$ cat src/acpi_rail_pkg.sv
// Purpose: Shared constants and types for the ACPI rail sequencer
// Assumes: 200 MHz aclk, AXI4-Lite register access
// Notes:   Long counts are defaults for top-level parameters
package acpi_rail_pkg;
	// Clock and documented times
	localparam int CLK_NS          = 5;
	localparam int FILT_NS         = 2000;
	localparam int S3_DELAY_US     = 200;
	localparam int STARTUP_WAIT_MS = 3;
	localparam int MAIN_WAIT_MS    = 25;
	localparam int FILT_CYC        = (FILT_NS + CLK_NS - 1) / CLK_NS;
	localparam int S3_DELAY_CYC    = (S3_DELAY_US * 1000) / CLK_NS;
	localparam int STARTUP_CYC     = (STARTUP_WAIT_MS * 1000000) / CLK_NS;
	localparam int MAIN_WAIT_CYC   = (MAIN_WAIT_MS * 1000000) / CLK_NS;

	// Counter types
	localparam int TMR_W = 23;
	typedef logic [TMR_W-1:0] tmr_t;
	typedef logic [8:0]       flt_t;
	localparam flt_t FILT_LAST = flt_t'(FILT_CYC - 1);

	// Register map, byte addresses
	localparam logic [7:0] REG_CTRL   = 8'h00;
	localparam logic [7:0] REG_STATUS = 8'h04;
	localparam logic [7:0] REG_SENSE  = 8'h08;
	localparam logic [1:0] SEL_NONE   = 2'h0;
	localparam logic [1:0] SEL_CTRL   = 2'h1;
	localparam logic [1:0] SEL_STATUS = 2'h2;
	localparam logic [1:0] SEL_SENSE  = 2'h3;
	localparam int         CTRL_SHUT  = 0;
	localparam logic       CTRL_RESET = 1'h0;
	localparam logic [1:0] RESP_OKAY  = 2'h0;
	localparam logic [1:0] RESP_DECERR = 2'h3;

	// Rail indices: 0 dual 3.3V, 1 standby 1.8V, 2 memory, 3 clock, 4 dual 5V
	localparam int         NRAIL     = 5;
	localparam logic [4:0] RAIL_PH1  = 5'h03;
	localparam logic [4:0] RAIL_INT  = 5'h0a;
	localparam logic [4:0] RAIL_MEM  = 5'h04;

	typedef enum logic [2:0] {SQ_OFF, SQ_RAMP1, SQ_WAIT, SQ_RAMP2, SQ_RUN, SQ_LATCH} seq_e;
	typedef enum logic [1:0] {PW_ACTIVE, PW_S3, PW_S5} pwr_e;

	// Rail enables driven to the pass elements
	typedef struct packed {
		logic dual5;
		logic mem;
		logic sb18;
		logic dual33;
	} rails_s;

	// Asynchronous sense inputs, synchronised as one bundle
	typedef struct packed {
		logic       por_ok;
		logic       sleep3_n;
		logic       sleep5_n;
		logic       keep;
		logic       shut;
		logic       memsel;
		logic       ramp1;
		logic       ramp2;
		logic       hot140;
		logic       hot155;
		logic [2:0] atx_good;
		logic [4:0] uv;
	} sense_s;
endpackage

$ cat src/acpi_rail_sequencer.sv
// Purpose: Sequences five ACPI rails through active, S3 and S4/S5
// Assumes: All sense inputs asynchronous; aresetn synchronous low
// Notes:   Long timer counts are parameters so short runs stay practical
// Functional notes
// - Keep-enable tracks input only outside sleep
// - Deglitch both sleep requests, about 2us
// - S3 low starts 200us, then choose sleep
// - POR release starts first ramp phase
// - Ramp1 done: arm, wait 3ms, latch, ramp2
// - Ramp2 done: arm rest, hold until transition
// - Clock supply only when active, mains good
// - Active wake waits 25ms after mains good
// - Dual 3.3V and 1.8V up after POR
// - 25ms expiry ramps memory, raises gate drive
// - Undervoltage on an armed, enabled rail drives fault pin high
// - External-pass undervoltage only flags fault
// - Internal-pass undervoltage latches that regulator off
// - Shutdown: all off, fault low, clear latches; the code ignores it in whole-chip latch-off, where fault stays high until POR
// - Early phase-one undervoltage latches whole chip off
// - Overtemp 140 flags, 155 disables, resumes
// - Mains loss when active forces S4/S5
// - Forced S4/S5 left on recovery, POR, shutdown
// - Latch memory voltage select after ramp
// - No direct S3 to S4/S5 transitions
// - Keep-enable powers dual 5V in sleep
// - Clock supply off in every sleep state
module acpi_rail_sequencer import acpi_rail_pkg::*; #(
	parameter tmr_t S3_DELAY  = tmr_t'(S3_DELAY_CYC),
	parameter tmr_t STARTUP   = tmr_t'(STARTUP_CYC),
	parameter tmr_t MAIN_WAIT = tmr_t'(MAIN_WAIT_CYC)
) (
	input  wire logic        aclk,
	input  wire logic        aresetn,
	input  wire logic        awvalid,
	output logic             awready,
	input  wire logic [7:0]  awaddr,
	input  wire logic        wvalid,
	output logic             wready,
	input  wire logic [31:0] wdata,
	input  wire logic [3:0]  wstrb,
	output logic             bvalid,
	input  wire logic        bready,
	output logic [1:0]       bresp,
	input  wire logic        arvalid,
	output logic             arready,
	input  wire logic [7:0]  araddr,
	output logic             rvalid,
	input  wire logic        rready,
	output logic [31:0]      rdata,
	output logic [1:0]       rresp,
	input  wire logic        standby_por_ok,
	input  wire logic        suspend_ram_request_n,
	input  wire logic        soft_off_request_n,
	input  wire logic        sleep_keep_dual5_enable,
	input  wire logic        shutdown_pin,
	input  wire logic        memsel_compare,
	input  wire logic        ramp1_done,
	input  wire logic        ramp2_done,
	input  wire logic        temp_140,
	input  wire logic        temp_155,
	input  wire logic [2:0]  atx_good,
	input  wire logic [4:0]  rail_uv,
	output rails_s           rails,
	output logic             clock_chip_supply_out,
	output logic             active_gate_drive,
	output logic             ss_ramp1,
	output logic             ss_ramp2,
	output logic             fault_memsel_pin,
	output logic             memory_voltage_select,
	output pwr_e             power_state
);
	sense_s     sync1;
	sense_s     s;
	seq_e       seq;
	seq_e       next_seq;
	pwr_e       pw;
	pwr_e       next_pw;
	flt_t       flt_cnt [2];
	logic [1:0] filt;
	tmr_t       tmr;
	tmr_t       s3_tmr;
	tmr_t       main_tmr;
	logic       main_up;
	logic       forced;
	logic       arm1;
	logic       arm2;
	logic       keep_lat;
	logic       ot_off;
	logic [4:0] lat_off;
	logic       sw_shut;
	logic       aw_got;
	logic       w_got;
	logic [7:0] awaddr_q;
	logic [31:0] wdata_q;
	logic       wstrb0_q;

	// Address decode shared by read and write paths
	function automatic logic [1:0] reg_sel(input logic [7:0] a);
		if (a == REG_CTRL)
			return SEL_CTRL;
		if (a == REG_STATUS)
			return SEL_STATUS;
		if (a == REG_SENSE)
			return SEL_SENSE;
		return SEL_NONE;
	endfunction

	// Two-stage synchroniser; nothing reads sync1 but s
	always_ff @(posedge aclk) begin
		if (!aresetn) begin
			sync1 <= '0;
			s     <= '0;
		end else begin
			sync1 <= {standby_por_ok, suspend_ram_request_n, soft_off_request_n,
				sleep_keep_dual5_enable, shutdown_pin, memsel_compare, ramp1_done,
				ramp2_done, temp_140, temp_155, atx_good, rail_uv};
			s     <= sync1;
		end
	end

	// Deglitch: a level must differ for the whole window to pass
	wire [1:0] flt_raw = {s.sleep5_n, s.sleep3_n};
	always_ff @(posedge aclk) begin
		for (int i = 0; i < 2; i++) begin
			if (!aresetn) begin
				flt_cnt[i] <= '0;
				filt[i]    <= 1'b1;
			end else if (flt_raw[i] == filt[i]) begin
				flt_cnt[i] <= '0;
			end else if (flt_cnt[i] == FILT_LAST) begin
				filt[i]    <= flt_raw[i];
				flt_cnt[i] <= '0;
			end else begin
				flt_cnt[i] <= flt_cnt[i] + 1'b1;
			end
		end
	end

	// Shared conditions
	wire shut       = s.shut | sw_shut;
	wire wake_req   = filt[0] & filt[1];
	wire atx_ok     = &s.atx_good;
	wire running    = seq == SQ_RUN;
	wire atx_lost   = running && pw == PW_ACTIVE && main_up && !atx_ok;
	wire s3_expired = pw == PW_ACTIVE && !filt[0] && s3_tmr == '0;
	wire main_cond  = running && pw == PW_ACTIVE && atx_ok;
	wire main_start = main_cond && !main_up && main_tmr == '0;
	wire main_ok    = main_up || main_start; // Gate, ramp and rails start together
	wire early_uv   = arm1 && (seq == SQ_WAIT || seq == SQ_RAMP2) && |s.uv[1:0];
	wire wait_done  = seq == SQ_WAIT && tmr == '0;

	// Start-up phases; shutdown wins unless already latched off
	always_comb begin
		next_seq = seq;
		unique case (seq)
			SQ_OFF:   if (s.por_ok && !shut) next_seq = SQ_RAMP1;
			SQ_RAMP1: if (s.ramp1) next_seq = SQ_WAIT;
			SQ_WAIT:  if (tmr == '0) next_seq = SQ_RAMP2;
			SQ_RAMP2: if (s.ramp2) next_seq = SQ_RUN;
			SQ_RUN:   next_seq = SQ_RUN;
			SQ_LATCH: next_seq = SQ_LATCH;
		endcase
		if (early_uv)
			next_seq = SQ_LATCH;
		if (!s.por_ok)
			next_seq = SQ_OFF;
		else if (shut && seq != SQ_LATCH)
			next_seq = SQ_OFF;
	end

	// Power state; illegal combinations rely on the system side
	always_comb begin
		next_pw = pw;
		if (!running) begin
			next_pw = wake_req ? PW_ACTIVE : (!filt[1] ? PW_S5 : PW_S3);
		end else begin
			unique case (pw)
				PW_ACTIVE: if (atx_lost) next_pw = PW_S5;
					else if (s3_expired) next_pw = filt[1] ? PW_S3 : PW_S5;
				PW_S3:     if (wake_req) next_pw = PW_ACTIVE;
				PW_S5:     if (wake_req && (!forced || atx_ok)) next_pw = PW_ACTIVE;
			endcase
		end
	end

	// Sequencer and timers
	always_ff @(posedge aclk) begin
		if (!aresetn) begin
			seq      <= SQ_OFF;
			pw       <= PW_ACTIVE;
			tmr      <= '0;
			s3_tmr   <= '0;
			main_tmr <= '0;
			main_up  <= 1'b0;
			forced   <= 1'b0;
		end else begin
			seq      <= next_seq;
			pw       <= next_pw;
			tmr      <= (seq == SQ_RAMP1) ? STARTUP : (tmr != '0 ? tmr - 1'b1 : tmr);
			s3_tmr   <= (pw != PW_ACTIVE || filt[0]) ? S3_DELAY : (s3_tmr != '0 ? s3_tmr - 1'b1 : s3_tmr);
			main_tmr <= !main_cond ? MAIN_WAIT : (main_tmr != '0 ? main_tmr - 1'b1 : main_tmr);
			main_up  <= main_cond && (main_up || main_tmr == '0);
			forced   <= running && (atx_lost || (forced && !atx_ok));
		end
	end

	// Configuration latches; keep-enable frozen while asleep
	always_ff @(posedge aclk) begin
		if (!aresetn) begin
			keep_lat              <= 1'b0;
			memory_voltage_select <= 1'b0;
		end else begin
			if (!running || pw == PW_ACTIVE)
				keep_lat <= s.keep;
			if (wait_done)
				memory_voltage_select <= s.memsel;
		end
	end

	// Rail enables; phase-two rails wait for the main timeout when active
	wire base  = (seq == SQ_RAMP1 || seq == SQ_WAIT || seq == SQ_RAMP2 || running) && !ot_off;
	wire up2   = base && (seq == SQ_RAMP2 || running);
	wire act_g = up2 && pw == PW_ACTIVE && main_ok;
	wire [4:0] next_en = {
		up2 && (pw == PW_ACTIVE ? main_ok : keep_lat),
		act_g && !lat_off[3],
		up2 && !lat_off[2] && (pw != PW_ACTIVE || main_ok),
		base && !lat_off[1],
		base};
	wire [4:0] en_q   = {rails.dual5, clock_chip_supply_out, rails.mem, rails.sb18, rails.dual33};
	wire [4:0] armed  = {arm2, arm2, arm2, arm1, arm1};
	wire [4:0] uv_hit = s.uv & armed & en_q;
	// Memory rail is on-chip pass only in sleep
	wire [4:0] int_mask = RAIL_INT | (pw != PW_ACTIVE ? RAIL_MEM : 5'h00);

	// Monitor arming, latch-offs and thermal hysteresis
	always_ff @(posedge aclk) begin
		if (!aresetn || seq == SQ_OFF) begin
			arm1    <= 1'b0;
			arm2    <= 1'b0;
			lat_off <= '0;
		end else begin
			arm1    <= arm1 | (seq == SQ_RAMP1 && s.ramp1);
			arm2    <= arm2 | (seq == SQ_RAMP2 && s.ramp2);
			lat_off <= lat_off | (uv_hit & int_mask);
		end
	end
	always_ff @(posedge aclk) begin
		if (!aresetn)
			ot_off <= 1'b0;
		else
			ot_off <= s.hot155 | (ot_off & s.hot140);
	end

	// Pin outputs, all registered
	always_ff @(posedge aclk) begin
		if (!aresetn) begin
			rails                 <= '0;
			clock_chip_supply_out <= 1'b0;
			active_gate_drive     <= 1'b0;
			ss_ramp1              <= 1'b0;
			ss_ramp2              <= 1'b0;
			fault_memsel_pin      <= 1'b0;
			power_state           <= PW_ACTIVE;
		end else begin
			rails                 <= {next_en[4], next_en[2], next_en[1], next_en[0]};
			clock_chip_supply_out <= next_en[3];
			active_gate_drive     <= act_g;
			ss_ramp1              <= seq == SQ_RAMP1;
			ss_ramp2              <= seq == SQ_RAMP2 || main_start;
			fault_memsel_pin      <= seq == SQ_LATCH ||
				(seq != SQ_OFF && (|uv_hit || s.hot140 || forced));
			power_state           <= pw;
		end
	end

	// AXI4-Lite write: address and data taken in any order
	wire aw_take  = awvalid && awready;
	wire w_take   = wvalid && wready;
	wire aw_have  = aw_got || aw_take;
	wire w_have   = w_got || w_take;
	wire do_write = aw_got && w_got && !bvalid;
	wire [1:0] wsel = reg_sel(awaddr_q);
	always_ff @(posedge aclk) begin
		if (!aresetn) begin
			aw_got   <= 1'b0;
			w_got    <= 1'b0;
			awready  <= 1'b0;
			wready   <= 1'b0;
			bvalid   <= 1'b0;
			bresp    <= RESP_OKAY;
			awaddr_q <= '0;
			wdata_q  <= '0;
			wstrb0_q <= 1'b0;
			sw_shut  <= CTRL_RESET;
		end else begin
			aw_got  <= aw_have && !do_write;
			w_got   <= w_have && !do_write;
			awready <= do_write || !aw_have;
			wready  <= do_write || !w_have;
			if (aw_take)
				awaddr_q <= awaddr;
			if (w_take) begin
				wdata_q  <= wdata;
				wstrb0_q <= wstrb[0];
			end
			if (do_write) begin
				bvalid <= 1'b1;
				bresp  <= (wsel == SEL_NONE) ? RESP_DECERR : RESP_OKAY;
				if (wsel == SEL_CTRL && wstrb0_q)
					sw_shut <= wdata_q[CTRL_SHUT];
			end else if (bready) begin
				bvalid <= 1'b0;
			end
		end
	end

	// Read mux; status shows sequencer state and latches
	wire [1:0]  rsel   = reg_sel(araddr);
	wire [31:0] status = {16'h0000, lat_off, seq, pw, forced, main_up, ot_off, keep_lat,
		memory_voltage_select, fault_memsel_pin};
	wire [31:0] rword  = (rsel == SEL_CTRL) ? {31'h00000000, sw_shut} :
		(rsel == SEL_STATUS) ? status : (rsel == SEL_SENSE) ? {14'h0000, s} : 32'h00000000;
	wire ar_take = arvalid && arready;
	always_ff @(posedge aclk) begin
		if (!aresetn) begin
			arready <= 1'b0;
			rvalid  <= 1'b0;
			rdata   <= '0;
			rresp   <= RESP_OKAY;
		end else begin
			arready <= !ar_take && !(rvalid && !rready);
			if (ar_take) begin
				rvalid <= 1'b1;
				rdata  <= rword;
				rresp  <= (rsel == SEL_NONE) ? RESP_DECERR : RESP_OKAY;
			end else if (rready) begin
				rvalid <= 1'b0;
			end
		end
	end
endmodule

$ cat config.mk
export PLATFORM = sky130hd
export DESIGN_NAME = acpi_rail_sequencer
export DESIGN_NICKNAME = d
export VERILOG_FILES = /design/src/acpi_rail_pkg.sv /design/src/acpi_rail_sequencer.sv
export SDC_FILE = /design/constraint.sdc
export NUM_CORES = 1
export LEC_CHECK = 0
export ABC_AREA = 1
export BUFFER_PORTS_ARGS = -buffer_cell sky130_fd_sc_hd__buf_2
export CAP_MARGIN = 20
export CORE_UTILIZATION = 33
export CTS_BUF_LIST = sky130_fd_sc_hd__clkbuf_16
export CTS_CLUSTER_SIZE = 14
export DETAILED_ROUTE_END_ITERATION = 10
export HOLD_SLACK_MARGIN = 0.12
export PLACE_DENSITY = 0.48
export SYNTH_ARGS = -nofsm -noshare
export SYNTH_HDL_FRONTEND = slang
export SYNTH_SLANG_ARGS = --single-unit
$ cat constraint.sdc
create_clock -name aclk -period 2.15 [get_ports aclk]
set_input_delay 0.215 -clock aclk [delete_from_list [all_inputs] [get_ports aclk]]
set_output_delay 0.215 -clock aclk [all_outputs]
set_load 0.03 [all_outputs]
==> flow_summary.json <==
{
  "syn-mean-instance-area_um2": 7.217,
  "fillCellCount": 2738,
  "ant_nets": 0,
  "max_freq_ghz": 0.5592,
  "final_cells": 1704,
  "hold_slack_ps": 157.8,
  "synthCells": 1225,
  "cts-root-buf": "clkbuf_16",
  "grt_overflow_total": 0,
  "clk_latency_ps": 430,
  "drive_above_1_share_pct": 11.83,
  "ff_latch_area_mm2": 0.003964,
  "wl_per_cell_um": 12.51,
  "synth_top_flop_cell": "dfxtp_1",
  "timing.rr.end": "tmr[18]$_SDFFE_PP0P_",
  "cts_resized": 0,
  "critPathKind": "flop to flop",
  "drcViolationCount": 12,
  "multi_input_area_mm2": 0.004141,
  "max_cap_violations": 0,
  "synth_common_cells": "nand2_1 (273), nor2_1 (214), dfxtp_1 (171)",
  "portBuffers": 81,
  "hpwl_um": 15880,
  "seq_area_frac_synth_pct": 44.83,
  "dieHeight_um": 165.7,
  "power.leakage_nw": 4.946,
  "yosys_warnings": 0,
  "initial_core_util_pct": 33.74,
  "dp_slack_ps": 316.4,
  "setup.worst_path.start_class": "flop",
  "grt_max_degree": 37,
  "drt_iter0_markers": 402,
  "grt_first_pass_wirelength_um": 36140,
  "critPathRequiredTime_ps": 2480,
  "fin_worst_skew_ps": 11.12,
  "end_kind": "flop",
  "rows": 59,
  "report.final.slew_viol_count": 0,
  "final.setup.tns_ps": 0,
  "slew_headroom_pct": 53.43,
  "cts_sinks": 189,
  "chipWidth_um": 165.7,
  "setup_violations": 0,
  "hp-start": "wvalid",
  "ios": 130,
  "grt_use_total_pct": 16.20,
  "htreeDepth": 4,
  "synthTopCellsByArea": "dfxtp_1 (39%), nand2_1 (12%), nor2_1 (9.1%)",
  "timing.final.ws_setup_ps": 361.7,
  "synth_top_area_cell": "dfxtp_1",
  "area_delta_synth_final_pct": 18.92,
  "endpoint": "tmr[18]$_SDFFE_PP0P_",
  "hold_viol_final": 0,
  "violations": "DRC",
  "vias_per_cell": 4.508,
  "reg2regPathDepth": 10,
  "r2r_slack_ps": 360,
  "post-route-period-util_pct": 83.18,
  "vias": 7682,
  "clock_path_buffers": 2,
  "diodes": 0,
  "cp_max_fo": 6,
  "post_cts_buffers": 0,
  "peakVddDrop_mv": 0.4043,
  "cts_inserted_buffers": 17,
  "yosys.area.top_type_share_pct": 38.72,
  "ys_async_sr_fraction_pct": 0,
  "antenna_found_initial": 0,
  "cts_tree": "done",
  "clk_pin_slew_ps": 80,
  "status": "complete, but fails checks",
  "crit_start": "tmr[0]$_SDFFE_PP0P_",
  "synth.cell_area_mm2": 0.008841,
  "die-area_mm2": 0.02745,
  "synth_edf_count": 18,
  "yosysUniqueCellTypes": 47,
  "grt_pass1_vias": 7352,
  "cp.arrival_ps": 2120,
  "place_congestion": 0.8600,
  "min_path_type": "input pin to flop",
  "synth.most_common_cell": "nand2_1",
  "finalCriticalPeriod_ps": 1788,
  "tightestPinTransition_ps": 695.4,
  "grt_setup_unrepaired": "no",
  "wirelength_um": 21320,
  "core_mm2": 0.02621,
  "place_inst": 1642,
  "r2r_start": "tmr[0]$_SDFFE_PP0P_",
  "final_nets": 1444,
  "total_power_w": 0.009389,
  "synth-seq-cells": 189,
  "dr.pass1.iters": 8,
  "power_density_mw_per_mm2": 893.0
}
==> flip-flops by register name (all words and copies together), names as in the netlist, 2 cells and up <==
signal	cells
main_tmr	23
s3_tmr	23
tmr	23
flt_cnt	18
rdata	18
sync1	18
s	16
awaddr_q	8
rails	4
lat_off	3
seq	3
filt	2
flt_raw	2
power_state	2
pw	2
==> worst min path at each step <==
stage | endpoint | slack (ps) | depth (start not counted)
after floorplan | sync1[0]$_SDFF_PN0_ | 310 | 2
after global placement | s[11]$_SDFF_PN0_ | 400 | 2
after detailed placement | s[5]$_SDFF_PN0_ | 400 | 2
after CTS | wstrb0_q$_SDFFE_PN0P_ | 140 | 4
after global routing | wstrb0_q$_SDFFE_PN0P_ | 200 | 4
final | wstrb0_q$_SDFFE_PN0P_ | 160 | 4
==> report_power, final <==
part,internal (W),switching (W),total (W)
combinational,0.000804,0.00133,0.00213
sequential,0.00381,0.000221,0.00403
clock,0.00167,0.00156,0.00323
total,0.00629,0.00310,0.00939
==> repair_timing <==
action | in CTS | in global routing
endpoints found under the hold margin | 31 | 0
endpoints found under the setup margin | 0 | 0
hold buffers | 30 | 0
==> worst max-delay path, stage by stage (launching register included) <==
cell and delay [ps]:
dfxtp_1 360, inv_1 90, buf_4 150, ha_1 250, nand2_1 160, nor2_2 220, nand3_1 120, nor3_2 160
nand3_1 90, nand2_1 70, nor2_1 40
==> layout make-up <==
class	count	share of cell area, %
multi-input combinational	869	39.39
sequential	189	37.70
inverter	155	5.558
clock buffer	17	4.046
tap	335	3.987
timing repair buffer	124	7.640
clock inverter	15	1.678
==> per-layer routing <==
metal / global-route usage, % / vias to the layer above / share of wire (%)
met5: 0 / - / 0
met4: 5.729 / 0 / 1.9
met3: 2.366 / 25 / 2.9
met2: 26.07 / 110 / 44
met1: 22.10 / 3443 / 51
li1: - / 4104 / -
==> kinds of logic after synthesis <==
| logic type | Yosys count | synth area share (%) |
|---|---|---|
| XOR/XNOR | 39 | 3.864 |
| AND/OR/NAND/NOR | 656 | 32.05 |
| buffers and inverters | 197 | 9.595 |
| adder cells (fa/ha/maj) | 11 | 1.557 |
| flip-flops | 189 | 44.83 |
| AO/OA/AOI/OAI | 131 | 8.010 |
| other | 2 | 0.08495 |
==> cell usage in the layout (no fill, tap or decap), types with 8 or more instances in the layout <==
master / n
ha_1: 11
nand2_1: 273
dfxtp_1: 171
nor3_1: 22
edfxtp_1: 18
nor2_1: 214
dlygate4sd3_1: 30
nor2_2: 8
buf_4: 13
nand4_1: 18
inv_1: 148
conb_1: 32
clkbuf_16: 17
o21ai_0: 34
buf_2: 81
a21oi_1: 73
xnor2_1: 21
xor2_1: 18
nand3b_1: 8
nand3_1: 80
==> stage by stage <==
step           util [%]  instance area (um2)
2_1_floorplan         -                 8954
3_3_place_gp      36.68                 9612
3_5_place_dp      36.68                 9612
4_1_cts           40.12                10510
5_1_grt           40.12                10510
6_report          40.12                10510
Power figures use the tool's default switching activity.
